`src/hdl/fpx_pkg.sv`:
```
package fpx_pkg;

  // ---------------------------------------------
  // widths and encodings
  // ---------------------------------------------
  localparam int unsigned DATA_W = 80;
  localparam int unsigned SIG_W = 64;
  localparam int unsigned EXP_W = 18;
  localparam int unsigned EFLD_W = 15;
  localparam int unsigned FLAG_W = 6;
  localparam int unsigned INT_W = 7;
  localparam int unsigned ADDR_W = 12;

  typedef enum logic [1:0] {
    FPX_FMT_HALF = 2'b00,
    FPX_FMT_SINGLE = 2'b01,
    FPX_FMT_DOUBLE = 2'b10,
    FPX_FMT_EXT = 2'b11
  } fpx_fmt_t;

  typedef enum logic [1:0] {
    FPX_OP_ADD = 2'b00,
    FPX_OP_SUB = 2'b01,
    FPX_OP_MUL = 2'b10,
    FPX_OP_DIV = 2'b11
  } fpx_op_t;

  typedef enum logic [1:0] {
    FPX_RND_NEAREST = 2'b00,
    FPX_RND_DOWN = 2'b01,
    FPX_RND_UP = 2'b10,
    FPX_RND_ZERO = 2'b11
  } fpx_rnd_t;

  // ---------------------------------------------
  // register map and fields
  // ---------------------------------------------
  localparam logic [ADDR_W-1:0] ADDR_CSR = 12'h000;
  localparam logic [ADDR_W-1:0] ADDR_INT_STAT = 12'h004;
  localparam logic [ADDR_W-1:0] ADDR_INT_CLR = 12'h008;
  localparam logic [ADDR_W-1:0] ADDR_INT_EN = 12'h00c;

  localparam int unsigned FLG_INV = 0;
  localparam int unsigned FLG_DEN = 1;
  localparam int unsigned FLG_ZDIV = 2;
  localparam int unsigned FLG_OVF = 3;
  localparam int unsigned FLG_UNF = 4;
  localparam int unsigned FLG_INX = 5;
  localparam int unsigned INT_HREQ = 6;
  localparam int unsigned FLAG_LSB = 0;
  localparam int unsigned MASK_LSB = 7;
  localparam int unsigned RND_LSB = 13;

  localparam logic [FLAG_W-1:0] FLAG_RST = 6'h00;
  localparam logic [FLAG_W-1:0] MASK_RST = 6'h3f;
  localparam logic [1:0] RND_RST = 2'h0;

  // ---------------------------------------------
  // significand patterns for substitutes
  // ---------------------------------------------
  localparam logic [SIG_W-1:0] SIG_INF = 64'h8000_0000_0000_0000;
  localparam logic [SIG_W-1:0] SIG_QNAN = 64'hc000_0000_0000_0000;
  localparam logic [SIG_W-1:0] SIG_MAX = 64'hffff_ffff_ffff_ffff;
  localparam logic [EFLD_W-1:0] EFLD_MIN_NORM = 15'h0001;

  // ---------------------------------------------
  // per-format constants
  // ---------------------------------------------
  function automatic logic [EFLD_W-1:0] exp_ones(input fpx_fmt_t f);
    case (f)
      FPX_FMT_HALF: exp_ones = 15'h001f;
      FPX_FMT_SINGLE: exp_ones = 15'h00ff;
      FPX_FMT_DOUBLE: exp_ones = 15'h07ff;
      default: exp_ones = 15'h7fff;
    endcase
  endfunction

  function automatic logic signed [EXP_W-1:0] bias(input fpx_fmt_t f);
    case (f)
      FPX_FMT_HALF: bias = 18'sh0000f;
      FPX_FMT_SINGLE: bias = 18'sh0007f;
      FPX_FMT_DOUBLE: bias = 18'sh003ff;
      default: bias = 18'sh03fff;
    endcase
  endfunction

  // exponent bias shift for the stack unit's trapped results: 3 * 2^(ew-2)
  function automatic logic signed [EXP_W-1:0] wrap_adj(input fpx_fmt_t f);
    case (f)
      FPX_FMT_HALF: wrap_adj = 18'sh00018;
      FPX_FMT_SINGLE: wrap_adj = 18'sh000c0;
      FPX_FMT_DOUBLE: wrap_adj = 18'sh00600;
      default: wrap_adj = 18'sh06000;
    endcase
  endfunction

  function automatic logic [DATA_W-1:0] sign_bit(input fpx_fmt_t f);
    case (f)
      FPX_FMT_HALF: sign_bit = 80'h0000_0000_0000_0000_8000;
      FPX_FMT_SINGLE: sign_bit = 80'h0000_0000_0000_8000_0000;
      FPX_FMT_DOUBLE: sign_bit = 80'h0000_8000_0000_0000_0000;
      default: sign_bit = 80'h8000_0000_0000_0000_0000;
    endcase
  endfunction

  function automatic logic [DATA_W-1:0] min_norm(input fpx_fmt_t f);
    case (f)
      FPX_FMT_HALF: min_norm = 80'h0000_0000_0000_0000_0400;
      FPX_FMT_SINGLE: min_norm = 80'h0000_0000_0000_0080_0000;
      FPX_FMT_DOUBLE: min_norm = 80'h0000_0010_0000_0000_0000;
      default: min_norm = 80'h0001_8000_0000_0000_0000;
    endcase
  endfunction

endpackage

```
`src/hdl/fpx_class_if.sv`:
```
`timescale 1ns/100ps
`default_nettype none
interface fpx_class_if;
  logic sign;
  logic zero;
  logic denorm;
  logic inf;
  logic nan;
  logic snan;
  modport src (output sign, zero, denorm, inf, nan, snan);
  modport dst (input sign, zero, denorm, inf, nan, snan);
endinterface
`default_nettype wire

```
`src/hdl/fpx_class.sv`:
```
`timescale 1ns/100ps
`default_nettype none
module fpx_class (
  input wire fpx_pkg::fpx_fmt_t fmt,
  input wire logic [fpx_pkg::DATA_W-1:0] raw,
  fpx_class_if.src cls
);
  // ---------------------------------------------
  // field extraction, fraction left-aligned
  // ---------------------------------------------
  wire logic is_h = (fmt == fpx_pkg::FPX_FMT_HALF);
  wire logic is_s = (fmt == fpx_pkg::FPX_FMT_SINGLE);
  wire logic is_d = (fmt == fpx_pkg::FPX_FMT_DOUBLE);
  wire logic [fpx_pkg::EFLD_W-1:0] efld;
  wire logic [62:0] frac;
  wire logic all_ones;
  assign efld = is_h ? {10'h000, raw[14:10]} :
                is_s ? {7'h00, raw[30:23]} :
                is_d ? {4'h0, raw[62:52]} : raw[78:64];
  // extended integer bit is ignored here; unnormals classify by fraction
  assign frac = is_h ? {raw[9:0], 53'h0} :
                is_s ? {raw[22:0], 40'h0} :
                is_d ? {raw[51:0], 11'h0} : raw[62:0];
  assign cls.sign = is_h ? raw[15] : is_s ? raw[31] : is_d ? raw[63] : raw[79];
  assign all_ones = (efld == fpx_pkg::exp_ones(fmt));
  assign cls.zero = (efld == 15'h0000) && (frac == 63'h0);
  assign cls.denorm = (efld == 15'h0000) && (frac != 63'h0);
  assign cls.inf = all_ones && (frac == 63'h0);
  assign cls.nan = all_ones && (frac != 63'h0);
  assign cls.snan = cls.nan && !frac[62];
endmodule
`default_nettype wire

```
`src/hdl/fpx_pack.sv`:
```
`timescale 1ns/100ps
`default_nettype none
module fpx_pack (
  input wire fpx_pkg::fpx_fmt_t fmt,
  input wire logic sign,
  input wire logic [fpx_pkg::EFLD_W-1:0] efld,
  input wire logic [fpx_pkg::SIG_W-1:0] sig,
  output logic [fpx_pkg::DATA_W-1:0] bits
);
  // ---------------------------------------------
  // packing, hidden bit dropped except extended
  // ---------------------------------------------
  always_comb
  begin
    case (fmt)
      fpx_pkg::FPX_FMT_HALF: bits = {64'h0, sign, efld[4:0], sig[62:53]};
      fpx_pkg::FPX_FMT_SINGLE: bits = {48'h0, sign, efld[7:0], sig[62:40]};
      fpx_pkg::FPX_FMT_DOUBLE: bits = {16'h0, sign, efld[10:0], sig[62:11]};
      default: bits = {sign, efld, sig};
    endcase
  end
endmodule
`default_nettype wire

```
`src/hdl/fpx_exc_unit.sv`:
```
`timescale 1ns/100ps
`default_nettype none
module fpx_exc_unit (
  input wire logic pclk,
  input wire logic presetn,
  input wire logic psel,
  input wire logic penable,
  input wire logic pwrite,
  input wire logic [fpx_pkg::ADDR_W-1:0] paddr,
  input wire logic [31:0] pwdata,
  output logic [31:0] prdata,
  output logic pready,
  output logic pslverr,
  input wire logic op_valid,
  output logic op_ready,
  input wire fpx_pkg::fpx_op_t op_kind,
  input wire fpx_pkg::fpx_fmt_t op_fmt,
  input wire logic op_stack,
  input wire logic [fpx_pkg::DATA_W-1:0] op_a,
  input wire logic [fpx_pkg::DATA_W-1:0] op_b,
  output logic pre_done,
  output logic pre_go,
  input wire logic res_valid,
  input wire logic res_sign,
  input wire logic res_zero,
  input wire logic res_inexact,
  input wire logic signed [fpx_pkg::EXP_W-1:0] res_exp,
  input wire logic [fpx_pkg::SIG_W-1:0] res_sig,
  input wire logic [fpx_pkg::DATA_W-1:0] res_bits,
  output logic post_done,
  output logic dest_we,
  output logic [fpx_pkg::DATA_W-1:0] dest_data,
  output logic handler_req,
  output logic [1:0] round_select,
  output logic irq
);

  // ---------------------------------------------
  // state
  // ---------------------------------------------
  typedef enum logic [0:0] {
    FPX_ST_IDLE = 1'b0,
    FPX_ST_WAIT_RES = 1'b1
  } fpx_state_t;

  fpx_state_t state_q;
  fpx_state_t state_d;
  fpx_pkg::fpx_fmt_t fmt_q;
  logic stack_q;
  logic [fpx_pkg::FLAG_W-1:0] flags_q;
  logic [fpx_pkg::FLAG_W-1:0] flags_d;
  logic [fpx_pkg::FLAG_W-1:0] mask_q;
  logic [1:0] rnd_q;
  logic [fpx_pkg::INT_W-1:0] istat_q;
  logic [fpx_pkg::INT_W-1:0] istat_d;
  logic [fpx_pkg::INT_W-1:0] ien_q;
  logic irq_q;
  logic [31:0] prdata_q;
  logic pready_q;
  logic pslverr_q;
  logic op_ready_q;
  logic pre_done_q;
  logic pre_go_q;
  logic post_done_q;
  logic dest_we_q;
  logic [fpx_pkg::DATA_W-1:0] dest_data_q;
  logic handler_req_q;

  // ---------------------------------------------
  // apb decode
  // ---------------------------------------------
  wire logic apb_setup = psel && !penable && !pready_q;
  wire logic apb_done = psel && penable && pready_q;
  wire logic hit_csr = (paddr == fpx_pkg::ADDR_CSR);
  wire logic hit_istat = (paddr == fpx_pkg::ADDR_INT_STAT);
  wire logic hit_iclr = (paddr == fpx_pkg::ADDR_INT_CLR);
  wire logic hit_ien = (paddr == fpx_pkg::ADDR_INT_EN);
  wire logic hit_any = hit_csr || hit_istat || hit_iclr || hit_ien;
  wire logic wr_csr = apb_done && pwrite && hit_csr;
  wire logic wr_iclr = apb_done && pwrite && hit_iclr;
  wire logic wr_ien = apb_done && pwrite && hit_ien;
  wire logic [31:0] csr_view;
  wire logic [31:0] rd_mux;
  assign csr_view = {17'h0, rnd_q, mask_q, 1'b0, flags_q};
  assign rd_mux = hit_csr ? csr_view :
                  hit_istat ? {25'h0, istat_q} :
                  hit_ien ? {25'h0, ien_q} : 32'h0000_0000;

  // ---------------------------------------------
  // operand classes and masks
  // ---------------------------------------------
  fpx_class_if ca ();
  fpx_class_if cb ();

  fpx_class u_class_a (
    .fmt(op_fmt),
    .raw(op_a),
    .cls(ca)
  );

  fpx_class u_class_b (
    .fmt(op_fmt),
    .raw(op_b),
    .cls(cb)
  );

  wire logic m_inv = mask_q[fpx_pkg::FLG_INV];
  wire logic m_den = mask_q[fpx_pkg::FLG_DEN];
  wire logic m_zdiv = mask_q[fpx_pkg::FLG_ZDIV];
  wire logic m_ovf = mask_q[fpx_pkg::FLG_OVF];
  wire logic m_unf = mask_q[fpx_pkg::FLG_UNF];
  wire logic m_inx = mask_q[fpx_pkg::FLG_INX];

  // ---------------------------------------------
  // pre-computation checks
  // ---------------------------------------------
  wire logic op_take = op_valid && op_ready_q;
  wire logic is_div = (op_kind == fpx_pkg::FPX_OP_DIV);
  wire logic is_mul = (op_kind == fpx_pkg::FPX_OP_MUL);
  wire logic is_sub = (op_kind == fpx_pkg::FPX_OP_SUB);
  wire logic any_nan = ca.nan || cb.nan;
  wire logic inv_div = is_div && ((ca.zero && cb.zero) || (ca.inf && cb.inf));
  wire logic inv_mul = is_mul && ((ca.zero && cb.inf) || (ca.inf && cb.zero));
  wire logic inv_add = !is_div && !is_mul && ca.inf && cb.inf
                       && (ca.sign ^ cb.sign ^ is_sub);
  wire logic pre_inv = ca.snan || cb.snan || inv_div || inv_mul || inv_add;
  // finite non-zero dividend only; nan or infinity never divides by zero
  wire logic dvd_ok = !ca.zero && !ca.inf && !ca.nan;
  wire logic pre_zdiv = is_div && dvd_ok && cb.zero && !pre_inv;
  // quiet nan handling outranks the denormal check
  wire logic pre_den = (ca.denorm || cb.denorm) && !pre_inv && !pre_zdiv && !any_nan;
  wire logic pre_trap = (pre_inv && !m_inv) || (pre_zdiv && !m_zdiv)
                        || (pre_den && !m_den);
  wire logic pre_wr = (pre_inv && m_inv) || (pre_zdiv && m_zdiv);
  // a masked denormal still lets the datapath carry on with the operand
  wire logic pre_cont = !pre_inv && !pre_zdiv && (!pre_den || m_den);

  // ---------------------------------------------
  // post-rounding checks
  // ---------------------------------------------
  wire logic res_take = res_valid && (state_q == FPX_ST_WAIT_RES);
  wire logic signed [fpx_pkg::EXP_W-1:0] ovf_lim;
  wire logic signed [fpx_pkg::EXP_W-1:0] tiny_lim;
  assign ovf_lim = fpx_pkg::bias(fmt_q) + 18'sh00001;
  assign tiny_lim = 18'sh00001 - fpx_pkg::bias(fmt_q);
  wire logic post_ovf = !res_zero && (res_exp >= ovf_lim);
  wire logic post_tiny = !res_zero && (res_exp < tiny_lim);
  // masked underflow needs inexactness too, unmasked flags any tiny value
  wire logic post_unf = post_tiny && (!m_unf || res_inexact);
  wire logic post_trap = (post_ovf && !m_ovf) || (post_tiny && !m_unf)
                         || (res_inexact && !m_inx);
  wire logic op_stack_sel = stack_q;
  wire logic post_biased = op_stack_sel && ((post_ovf && !m_ovf) || (post_tiny && !m_unf));
  // vector unit leaves its destination alone on an unmasked overflow or underflow; an inexact trap still writes
  wire logic post_hold = !stack_q && ((post_ovf && !m_ovf) || (post_tiny && !m_unf));

  // ---------------------------------------------
  // overflow substitute by rounding mode
  // ---------------------------------------------
  wire logic rnd_to_max;
  assign rnd_to_max = (rnd_q == fpx_pkg::FPX_RND_ZERO)
                   || ((rnd_q == fpx_pkg::FPX_RND_DOWN) && !res_sign)
                   || ((rnd_q == fpx_pkg::FPX_RND_UP) && res_sign);

  // ---------------------------------------------
  // substitute packing
  // ---------------------------------------------
  wire logic signed [fpx_pkg::EXP_W-1:0] exp_biased;
  wire logic pk_sign;
  wire logic [fpx_pkg::EFLD_W-1:0] pk_efld;
  wire logic [fpx_pkg::SIG_W-1:0] pk_sig;
  wire logic [fpx_pkg::DATA_W-1:0] pk_bits;
  wire logic [fpx_pkg::EFLD_W-1:0] ones_fld;
  assign ones_fld = fpx_pkg::exp_ones(op_take ? op_fmt : fmt_q);
  // overflow shifts the exponent down, underflow shifts it up
  assign exp_biased = post_ovf ? res_exp + fpx_pkg::bias(fmt_q) - fpx_pkg::wrap_adj(fmt_q)
                               : res_exp + fpx_pkg::bias(fmt_q) + fpx_pkg::wrap_adj(fmt_q);
  assign pk_sign = op_take ? (pre_inv || (ca.sign ^ cb.sign)) : res_sign;
  assign pk_efld = op_take ? ones_fld :
                   post_biased ? exp_biased[fpx_pkg::EFLD_W-1:0] :
                   rnd_to_max ? ones_fld - 15'h0001 : ones_fld;
  assign pk_sig = op_take ? (pre_inv ? fpx_pkg::SIG_QNAN : fpx_pkg::SIG_INF) :
                  post_biased ? res_sig :
                  rnd_to_max ? fpx_pkg::SIG_MAX : fpx_pkg::SIG_INF;

  fpx_pack u_pack (
    .fmt(op_take ? op_fmt : fmt_q),
    .sign(pk_sign),
    .efld(pk_efld),
    .sig(pk_sig),
    .bits(pk_bits)
  );

  // ---------------------------------------------
  // tiny result clamp, masked underflow
  // ---------------------------------------------
  wire logic [fpx_pkg::DATA_W-1:0] sbit;
  wire logic [fpx_pkg::DATA_W-1:0] mag;
  wire logic [fpx_pkg::DATA_W-1:0] mag_cl;
  wire logic [fpx_pkg::DATA_W-1:0] tiny_res;
  wire logic [fpx_pkg::DATA_W-1:0] post_res;
  assign sbit = fpx_pkg::sign_bit(fmt_q);
  assign mag = res_bits & ~sbit;
  // encodings are ordered by magnitude within a format, so a plain compare clamps
  assign mag_cl = (mag > fpx_pkg::min_norm(fmt_q)) ? fpx_pkg::min_norm(fmt_q) : mag;
  assign tiny_res = mag_cl | (res_sign ? sbit : 80'h0);
  assign post_res = (post_ovf && m_ovf) || post_biased ? pk_bits :
                    post_tiny ? tiny_res : res_bits;

  // ---------------------------------------------
  // condition events
  // ---------------------------------------------
  wire logic [fpx_pkg::FLAG_W-1:0] evt;
  assign evt[fpx_pkg::FLG_INV] = op_take && pre_inv;
  assign evt[fpx_pkg::FLG_DEN] = op_take && pre_den;
  assign evt[fpx_pkg::FLG_ZDIV] = op_take && pre_zdiv;
  assign evt[fpx_pkg::FLG_OVF] = res_take && post_ovf;
  assign evt[fpx_pkg::FLG_UNF] = res_take && post_unf;
  assign evt[fpx_pkg::FLG_INX] = res_take && res_inexact;
  wire logic hreq = (op_take && pre_trap) || (res_take && post_trap);

  // ---------------------------------------------
  // sticky flags and interrupt status
  // ---------------------------------------------
  // a software write replaces the flags, but a same-cycle event still lands
  assign flags_d = (wr_csr ? pwdata[fpx_pkg::FLAG_LSB +: fpx_pkg::FLAG_W] : flags_q)
                   | evt;
  assign istat_d = (istat_q & ~(wr_iclr ? pwdata[fpx_pkg::INT_W-1:0] : 7'h00))
                   | {hreq, evt};
  assign state_d = op_take && pre_cont ? FPX_ST_WAIT_RES :
                   res_take ? FPX_ST_IDLE : state_q;

  always_ff @(posedge pclk or negedge presetn)
  begin
    if (!presetn)
    begin
      flags_q <= fpx_pkg::FLAG_RST;
      mask_q <= fpx_pkg::MASK_RST;
      rnd_q <= fpx_pkg::RND_RST;
      istat_q <= 7'h00;
      ien_q <= 7'h00;
      irq_q <= 1'b0;
    end
    else
    begin
      flags_q <= flags_d;
      if (wr_csr)
      begin
        mask_q <= pwdata[fpx_pkg::MASK_LSB +: fpx_pkg::FLAG_W];
        rnd_q <= pwdata[fpx_pkg::RND_LSB +: 2];
      end
      istat_q <= istat_d;
      if (wr_ien)
        ien_q <= pwdata[fpx_pkg::INT_W-1:0];
      irq_q <= |(istat_d & (wr_ien ? pwdata[fpx_pkg::INT_W-1:0] : ien_q));
    end
  end

  // ---------------------------------------------
  // apb answer, no wait state
  // ---------------------------------------------
  always_ff @(posedge pclk or negedge presetn)
  begin
    if (!presetn)
    begin
      pready_q <= 1'b0;
      pslverr_q <= 1'b0;
      prdata_q <= 32'h0000_0000;
    end
    else
    begin
      pready_q <= apb_setup;
      pslverr_q <= apb_setup && !hit_any;
      prdata_q <= (apb_setup && !pwrite) ? rd_mux : 32'h0000_0000;
    end
  end

  // ---------------------------------------------
  // datapath handshake and destination
  // ---------------------------------------------
  always_ff @(posedge pclk or negedge presetn)
  begin
    if (!presetn)
    begin
      state_q <= FPX_ST_IDLE;
      fmt_q <= fpx_pkg::FPX_FMT_HALF;
      stack_q <= 1'b0;
      op_ready_q <= 1'b0;
      pre_done_q <= 1'b0;
      pre_go_q <= 1'b0;
      post_done_q <= 1'b0;
      dest_we_q <= 1'b0;
      dest_data_q <= 80'h0;
      handler_req_q <= 1'b0;
    end
    else
    begin
      state_q <= state_d;
      if (op_take)
      begin
        fmt_q <= op_fmt;
        stack_q <= op_stack;
      end
      op_ready_q <= (state_d == FPX_ST_IDLE);
      pre_done_q <= op_take;
      pre_go_q <= op_take && pre_cont;
      post_done_q <= res_take;
      // unmasked pre checks never write; the result stays as it was
      dest_we_q <= (op_take && pre_wr)
                   || (res_take && !post_hold);
      if (op_take && pre_wr)
        dest_data_q <= pk_bits;
      else if (res_take && !post_hold)
        dest_data_q <= post_res;
      handler_req_q <= hreq;
    end
  end

  // ---------------------------------------------
  // outputs
  // ---------------------------------------------
  assign prdata = prdata_q;
  assign pready = pready_q;
  assign pslverr = pslverr_q;
  assign op_ready = op_ready_q;
  assign pre_done = pre_done_q;
  assign pre_go = pre_go_q;
  assign post_done = post_done_q;
  assign dest_we = dest_we_q;
  assign dest_data = dest_data_q;
  assign handler_req = handler_req_q;
  assign round_select = rnd_q;
  assign irq = irq_q;

endmodule
`default_nettype wire

```
`config.mk`:
```
export PLATFORM = sky130hd
export DESIGN_NAME = fpx_exc_unit
export DESIGN_NICKNAME = d
export VERILOG_FILES = /design/src/hdl/fpx_pkg.sv /design/src/hdl/fpx_class_if.sv /design/src/hdl/fpx_class.sv /design/src/hdl/fpx_pack.sv /design/src/hdl/fpx_exc_unit.sv
export SDC_FILE = /design/constraint.sdc
export NUM_CORES = 1
export LEC_CHECK = 0
export BUFFER_PORTS_ARGS = -buffer_cell sky130_fd_sc_hd__buf_2
export CAP_MARGIN = 40
export CORE_AREA = 4 4 192 194
export DETAILED_ROUTE_END_ITERATION = 16
export DIE_AREA = 0 0 196 198
export GPL_ROUTABILITY_DRIVEN = 0
export PLACE_DENSITY_LB_ADDON = 0.08
export SYNTH_ARGS = -nofsm -noshare
export SYNTH_HDL_FRONTEND = slang
export SYNTH_SLANG_ARGS = --single-unit
```
`constraint.sdc`:
```
create_clock -name pclk -period 14 [get_ports pclk]
set_input_delay 1.4 -clock pclk [delete_from_list [all_inputs] [get_ports pclk]]
set_output_delay 1.4 -clock pclk [all_outputs]
set_load 0.02 [all_outputs]
```
### Word-level counts from Yosys, hierarchy flattened

Index checks and enable logic that the tools add are counted.

| storage, ports and cells | value |
|---|---|
| flip-flop bits (word level) | 136 |
| input bits | 381 |
| output and inout port bits | 123 |
| word-level logic and storage cells | 236 |

| cells by class | value |
|---|---|
| $add $sub $neg | 6 |
| order comparisons | 3 |
| equal/unequal tests | 17 |
| mux-type cells | 50 |
| bitwise logic cells | 11 |
| reduce and logical (&&, ||, !) cells | 130 |

Operators with widths:

| operator | count |
|---|---|
| 63-bit two-way mux | 8 |
| 80-bit two-way mux | 6 |
| 80-bit one-hot mux with 3 select lines | 2 |
| 65-bit one-hot mux with 3 select lines | 1 |
| 15-bit two-way mux | 12 |
| 15-bit one-hot mux with 3 select lines | 3 |
| 64-bit two-way mux | 2 |
| 63-bit zero test | 2 |
| 63-bit nonzero test | 2 |
| 80-bit bitwise AND | 1 |
| 80-bit > comparator | 1 |
| 80-bit inverter | 1 |
| 80-bit OR | 1 |
| 1-bit logical AND | 69 |
| 14-bit one-hot mux with 3 select lines | 1 |
| 15-bit adder | 2 |
| 15-bit equality test | 2 |
| 15-bit zero test | 2 |
| 7-bit two-way mux | 4 |
| 1-bit zero test | 25 |
| 12-bit by 4-bit equality test with 1-bit output (second input constant) | 2 |
| 1-bit logical OR | 24 |
| 18-bit by 2-bit adder with 18-bit output (second input constant) | 1 |
| 18-bit greater-or-equal comparator | 1 |
| 20 further kinds | 42 |

### Longest topological paths before layout

| depth | value |
|---|---|
| word-level depth | 24 |
| depth in mapped cells | 22 |
| depth with buffers taken out | 21 |

### Cells and area by module

A second synthesis with hierarchy kept.

| unflattened totals | value |
|---|---|
| cell total of the unflattened synthesis | 1,464 |
| area, all modules | 12,424.4 µm² |

Modules (own cells, without submodules):

| module | times used | cells an instance | area an instance (µm²) |
|---|---|---|---|
| fpx_exc_unit | 1 | 1,114 | 9,390.3 |
| fpx_class | 2 | 97 | 777.0 |
| fpx_pack | 1 | 156 | 1,480.2 |

### Least setup slack after synthesis

OpenSTA, ideal clock, no wires.

| path | value |
|---|---|
| path kind | input -> register |
| start point | input res_exp[4] in the netlist's numbering |
| end point | register dest_data_q, in the netlist dest_data[75] |
| arrival time | 5,108 ps |
| data required time | 13,934 ps |
| slack | 8,826 ps |
| stages | 15 |
| cells stage by stage | ha_1 -> o41a_1 -> o41ai_1 -> a211oi_1 -> nand2_1 -> ha_1 -> o21a_1 -> o21a_1 -> or2_2 -> a21oi_1 -> o21ai_0 -> o41ai_1 -> xor2_1 -> a2111oi_0 -> a221o_1 |

| between the ends | value |
|---|---|
| longest elaborated chain between the ends | 11 |
| elaborated cells on any way between the ends | 25 |
| those cells by class | add/sub: 3; order compare: 2; mux: 8; reduce/logical: 12 |

RTL lines:

| item | RTL line | text |
|---|---|---|
| from (decl) | fpx_exc_unit.sv:27 | `input wire logic signed [fpx_pkg::EXP_W-1:0] res_exp,` |
| branches (longest 11 deep; another with 15-bit adder) | -- |  |
| to (signal assigned) | fpx_exc_unit.sv:312 | `dest_data_q <= pk_bits;` |
| to (signal assigned) | fpx_exc_unit.sv:314 | `dest_data_q <= post_res;` |
| to (decl) | fpx_exc_unit.sv:66 | `logic [fpx_pkg::DATA_W-1:0] dest_data_q;` |

Parallel ways; which one is timed is not known. The select of a mux whose other input is x is not followed.
A chain may end at the register's enable or synchronous reset.

### Worst setup path in the final report

| path | value |
|---|---|
| start point | register fmt_q[1] |
| end point | register dest_data_q, in the netlist dest_data[75] |

| between the ends | value |
|---|---|
| longest elaborated chain between the ends | 14 |
| elaborated cells on any way between the ends | 46 |
| those cells by class | add/sub: 6; order compare: 3; eq/ne: 4; mux: 16; bitwise: 3; reduce/logical: 14 |

RTL lines:

| item | RTL line | text |
|---|---|---|
| from (decl) | fpx_exc_unit.sv:48 | `fpx_pkg::fpx_fmt_t fmt_q;` |
| from (signal assigned) | fpx_exc_unit.sv:286 | `fmt_q <= fpx_pkg::FPX_FMT_HALF;` |
| from (signal assigned) | fpx_exc_unit.sv:301 | `fmt_q <= op_fmt;` |
| 2-bit equality test (tied with other cells) | -- |  |
| 14-bit one-hot mux with 3 select lines | fpx_pkg.sv:79 | `case (f)` |
| 18-bit by 2-bit adder with 18-bit output or 2-bit by 18-bit subtractor with 18-bit output (tied branches) | fpx_exc_unit.sv:144, fpx_exc_unit.sv:145 |  |
| 18-bit greater-or-equal comparator or 18-bit < comparator (tied branches) | fpx_exc_unit.sv:146, fpx_exc_unit.sv:147 |  |
| 1-bit logical AND (on tied branches) | fpx_exc_unit.sv:146, fpx_exc_unit.sv:147 |  |
| 1-bit logical AND | fpx_exc_unit.sv:153, fpx_exc_unit.sv:155 |  |
| 1-bit logical OR | fpx_exc_unit.sv:153, fpx_exc_unit.sv:155 |  |
| 1-bit logical AND | fpx_exc_unit.sv:153 | `wire logic post_biased = op_stack_sel && ((post_ovf && !m_ovf) \|\| (post_tiny && !m_unf));` |
| 15-bit two-way mux | fpx_exc_unit.sv:180 | `post_biased ? exp_biased[fpx_pkg::EFLD_W-1:0] :` |
| 15-bit two-way mux | fpx_exc_unit.sv:179 | `assign pk_efld = op_take ? ones_fld :` |
| 80-bit one-hot mux with 3 select lines | fpx_pack.sv:15 | `case (fmt)` |
| 80-bit two-way mux | fpx_exc_unit.sv:207 | `assign post_res = (post_ovf && m_ovf) \|\| post_biased ? pk_bits :` |
| 80-bit two-way mux | fpx_exc_unit.sv:313 | `else if (res_take && !post_hold)` |
| 80-bit two-way mux | fpx_exc_unit.sv:311 | `if (op_take && pre_wr)` |

Several ways; a longest one is shown, not always the timed one. The select of a mux whose other input is x is not followed.

==> results.json <==
{
  "status": "completed",
  "dp_slack_ns": 8.10,
  "fp.dieW_um": 196,
  "reg2reg_from": "fmt_q[1]",
  "pwr-share-seq_pct": 27.4,
  "dr.pass1.iters": 8,
  "nNetsFinal": 2192,
  "num-fill-cells": 3819,
  "synth_edf_count": 0,
  "whs_ns": 0.489,
  "worstSetupEndpointType": "register",
  "synth_ff_type": "dfrtp_1",
  "required_ns": 14.38,
  "post-place-cells": 2219,
  "std_cell_rows": 69,
  "synth_top_area_share_pct": 29.5,
  "insertion_delay_ns": 0.44,
  "post_drt_wl_per_cell_um": 23.9,
  "worst_slew_pin_slew_ns": 0.969,
  "cts_setup_buffers": 0,
  "ir_drop_mv": 0.0786,
  "relSlewSlack_pct": 34.6,
  "slew_violations": 0,
  "critPathLaunch": "fmt_q[1]",
  "synth_cell_types": 84,
  "rsz0062_at_grt": "false",
  "pwr-share-comb_pct": 50.6,
  "cts_buffer_depth": 2,
  "netlist_instances": 1354,
  "worst-path-max-fanout": 14,
  "syn_to_final_growth_pct": 29.9,
  "drt_iter0_markers": 1123,
  "antenna_found_initial": 11,
  "hold_viol_final": 0,
  "critPathArrivalTime_ns": 6.01,
  "numCtsBuffers": 17,
  "drv_cap": 0,
  "clock-sinks": 136,
  "cts_resized": 0,
  "final_cell_mix": "buf_2 (469), nand2_1 (147), nor2_1 (134)",
  "hpwlAfterDp_um": 42900,
  "cts-root-buf": "clkbuf_16",
  "clock-skew-final_ns": 0.0105,
  "grt_pass1_wl_um": 79300,
  "ant_nets": 0,
  "cts.clk_slew.worst_paths_ns": 0.07,
  "finalCriticalPeriod_ns": 5.64,
  "crit_type": "reg -> reg",
  "ys.warnings.count": 0,
  "grt_overflow": 0,
  "holdPathStages": 2,
  "p_int_mw": 1.15,
  "core_um2": 35200,
  "die-area_um2": 38800,
  "grt_pass1_vias": 12500,
  "fin_ws_ns": 8.36,
  "hold_buffers": 0,
  "route.detailed.drc": 0,
  "yosys.area.top_type": "dfrtp_1",
  "clkPwrFrac_pct": 22.0,
  "die_y_um": 198,
  "ff2ff_setup_slack_ns": 8.36,
  "postSynthAreaPerCell_um2": 8.13,
  "hold_class": "reg -> reg",
  "swShare_pct": 45.7,
  "p_leak_nw": 6.52,
  "max_freq_mhz": 177,
  "stdcell_count": 2261,
  "layout_commonest_cell": "buf_2",
  "power_density_nw_per_um2": 149,
  "grtUsageTotal_pct": 26.7,
  "synthArstFlopShare_pct": 100,
  "r2r_cells": 17,
  "ys_ff_latch": 136,
  "setup_tns_ns": 0,
  "post-route-period-util_pct": 40.3,
  "drive_gt1_share_pct": 32.8,
  "h-tree-depth": 4,
  "vias": 12700,
  "ios": 504,
  "drt-total-wl_um": 54000,
  "setup_viol": 0,
  "start_util_pct": 31.3,
  "synth_area_um2": 11000,
  "synth_area_leaders": "dfrtp_1 (30%), nand2_1 (5.0%), nor2_1 (4.6%)",
  "hp-start": "dest_data[23]",
  "start_kind": "register",
  "yosysSeqAreaShare_pct": 31.0,
  "grt_max_degree": 82,
  "p_switching_uw": 971,
  "cts_tree": "built",
  "port_buffers": 469,
  "viasPerCell": 5.62
}
layer usage:
layer | GRT usage (%) | share of wire, % | wire length, um
met3 | 4.19 | 6.8 | 3660
met1 | 34.9 | 41 | 22200
met4 | 7.34 | 2.2 | 1200
met5 | 0 | 0 | 0
met2 | 46.0 | 50 | 26900
per-stage QoR:
step / utilization [%] / power, mW / cell area [um^2]
floorplan: - / 1.26 / 11100
global placement: 38.6 / 1.64 / 13600
detailed placement: 38.9 / 1.66 / 13700
CTS: 40.5 / 2.13 / 14300
global route: 40.6 / 2.26 / 14300
finish: 40.6 / 2.13 / 14300
cell usage after synthesis, drive strengths merged (5+ instances only):
library cell / instances
mux2i: 21
o211ai: 14
and3: 18
nand3: 88
mux4: 14
nor4: 51
o21ai: 77
o21a: 6
and2: 24
a21o: 5
o21bai: 5
o31ai: 10
a221o: 34
a21oi: 60
or3: 15
clkbuf: 46
nor2: 134
xnor2: 18
nor3: 33
nand2b: 9
inv: 41
o31a: 6
o22ai: 17
nor4b: 5
dfstp: 6
nand2: 147
xor2: 8
mux2: 12
a221oi: 5
nor3b: 6
dfrtp: 130
or4: 9
ha: 34
a31oi: 58
or2: 8
a2111oi: 22
a211oi: 9
buf: 60
nor2b: 10
nand4: 21
critical path, stage by stage, from the launching register on:
cell and delay, ns:
dfrtp_1 0.59, or2_2 0.48, ha_1 0.38, o41a_1 0.36
o41ai_1 0.49, a211oi_1 0.15, buf_4 0.22, inv_1 0.16
nand2_1 0.08, ha_1 0.31, o21a_1 0.14, or2_2 0.30
a21oi_1 0.24, o21ai_0 0.19, o41ai_1 0.59, xor2_1 0.14
a2111oi_0 0.55, a221o_1 0.19
area by class of cell:
type	instances	area [um^2]	share of cell area, %
Sequential cell	136	3410	23.8
Inverter	42	158	1.10
Clock inverter	14	158	1.10
Timing Repair Buffer	494	2590	18.1
Multi-Input combinational cell	1086	6950	48.5
Clock buffer	18	439	3.07
Tap cell	461	577	4.03
Antenna cell	10	25.0	0.175
registers in the layout, indices dropped and copies added (netlist names), 2 cells and up:
signal        flops
mask_q            6
flags_q           6
fmt_q             2
istat_q           7
dest_data        80
round_select      2
prdata           15
ien_q             7
power by group through the flow:
| stage | sequential, mW | combinational (mW) | clock [mW] |
|---|---|---|---|
| after floorplan | 0.702 | 0.562 | 0 |
| after global placement | 0.587 | 1.06 | 0 |
| after detailed placement | 0.588 | 1.07 | 0 |
| after CTS | 0.583 | 1.07 | 0.477 |
| after global routing | 0.596 | 1.17 | 0.493 |
| final | 0.583 | 1.08 | 0.467 |
worst paths after layout:
check	end
max in group asynchronous	prdata[4]
worst max register to register	dest_data[75]
worst min-delay path	dest_data[23]
min in group asynchronous	dest_data[15]
worst max-delay path	dest_data[75]
worst min register to register	dest_data[23]
logic make-up (layout without fill, tap and decap cells):
| logic type | Yosys count | in the layout | share of synthesized area (%) |
|---|---|---|---|
| AOI/OAI and AO/OA | 370 | 370 | 23.5 |
| xor gates and xnor gates | 26 | 26 | 2.07 |
| adders and majority gates | 34 | 34 | 3.86 |
| buffers and inverters | 148 | 568 | 6.83 |
| DFF | 136 | 136 | 31.0 |
| muxes | 47 | 47 | 6.00 |
| other | 2 | 28 | 0.0682 |
| and+or+nand+nor | 591 | 591 | 26.7 |
Power figures use the tool's default switching activity.
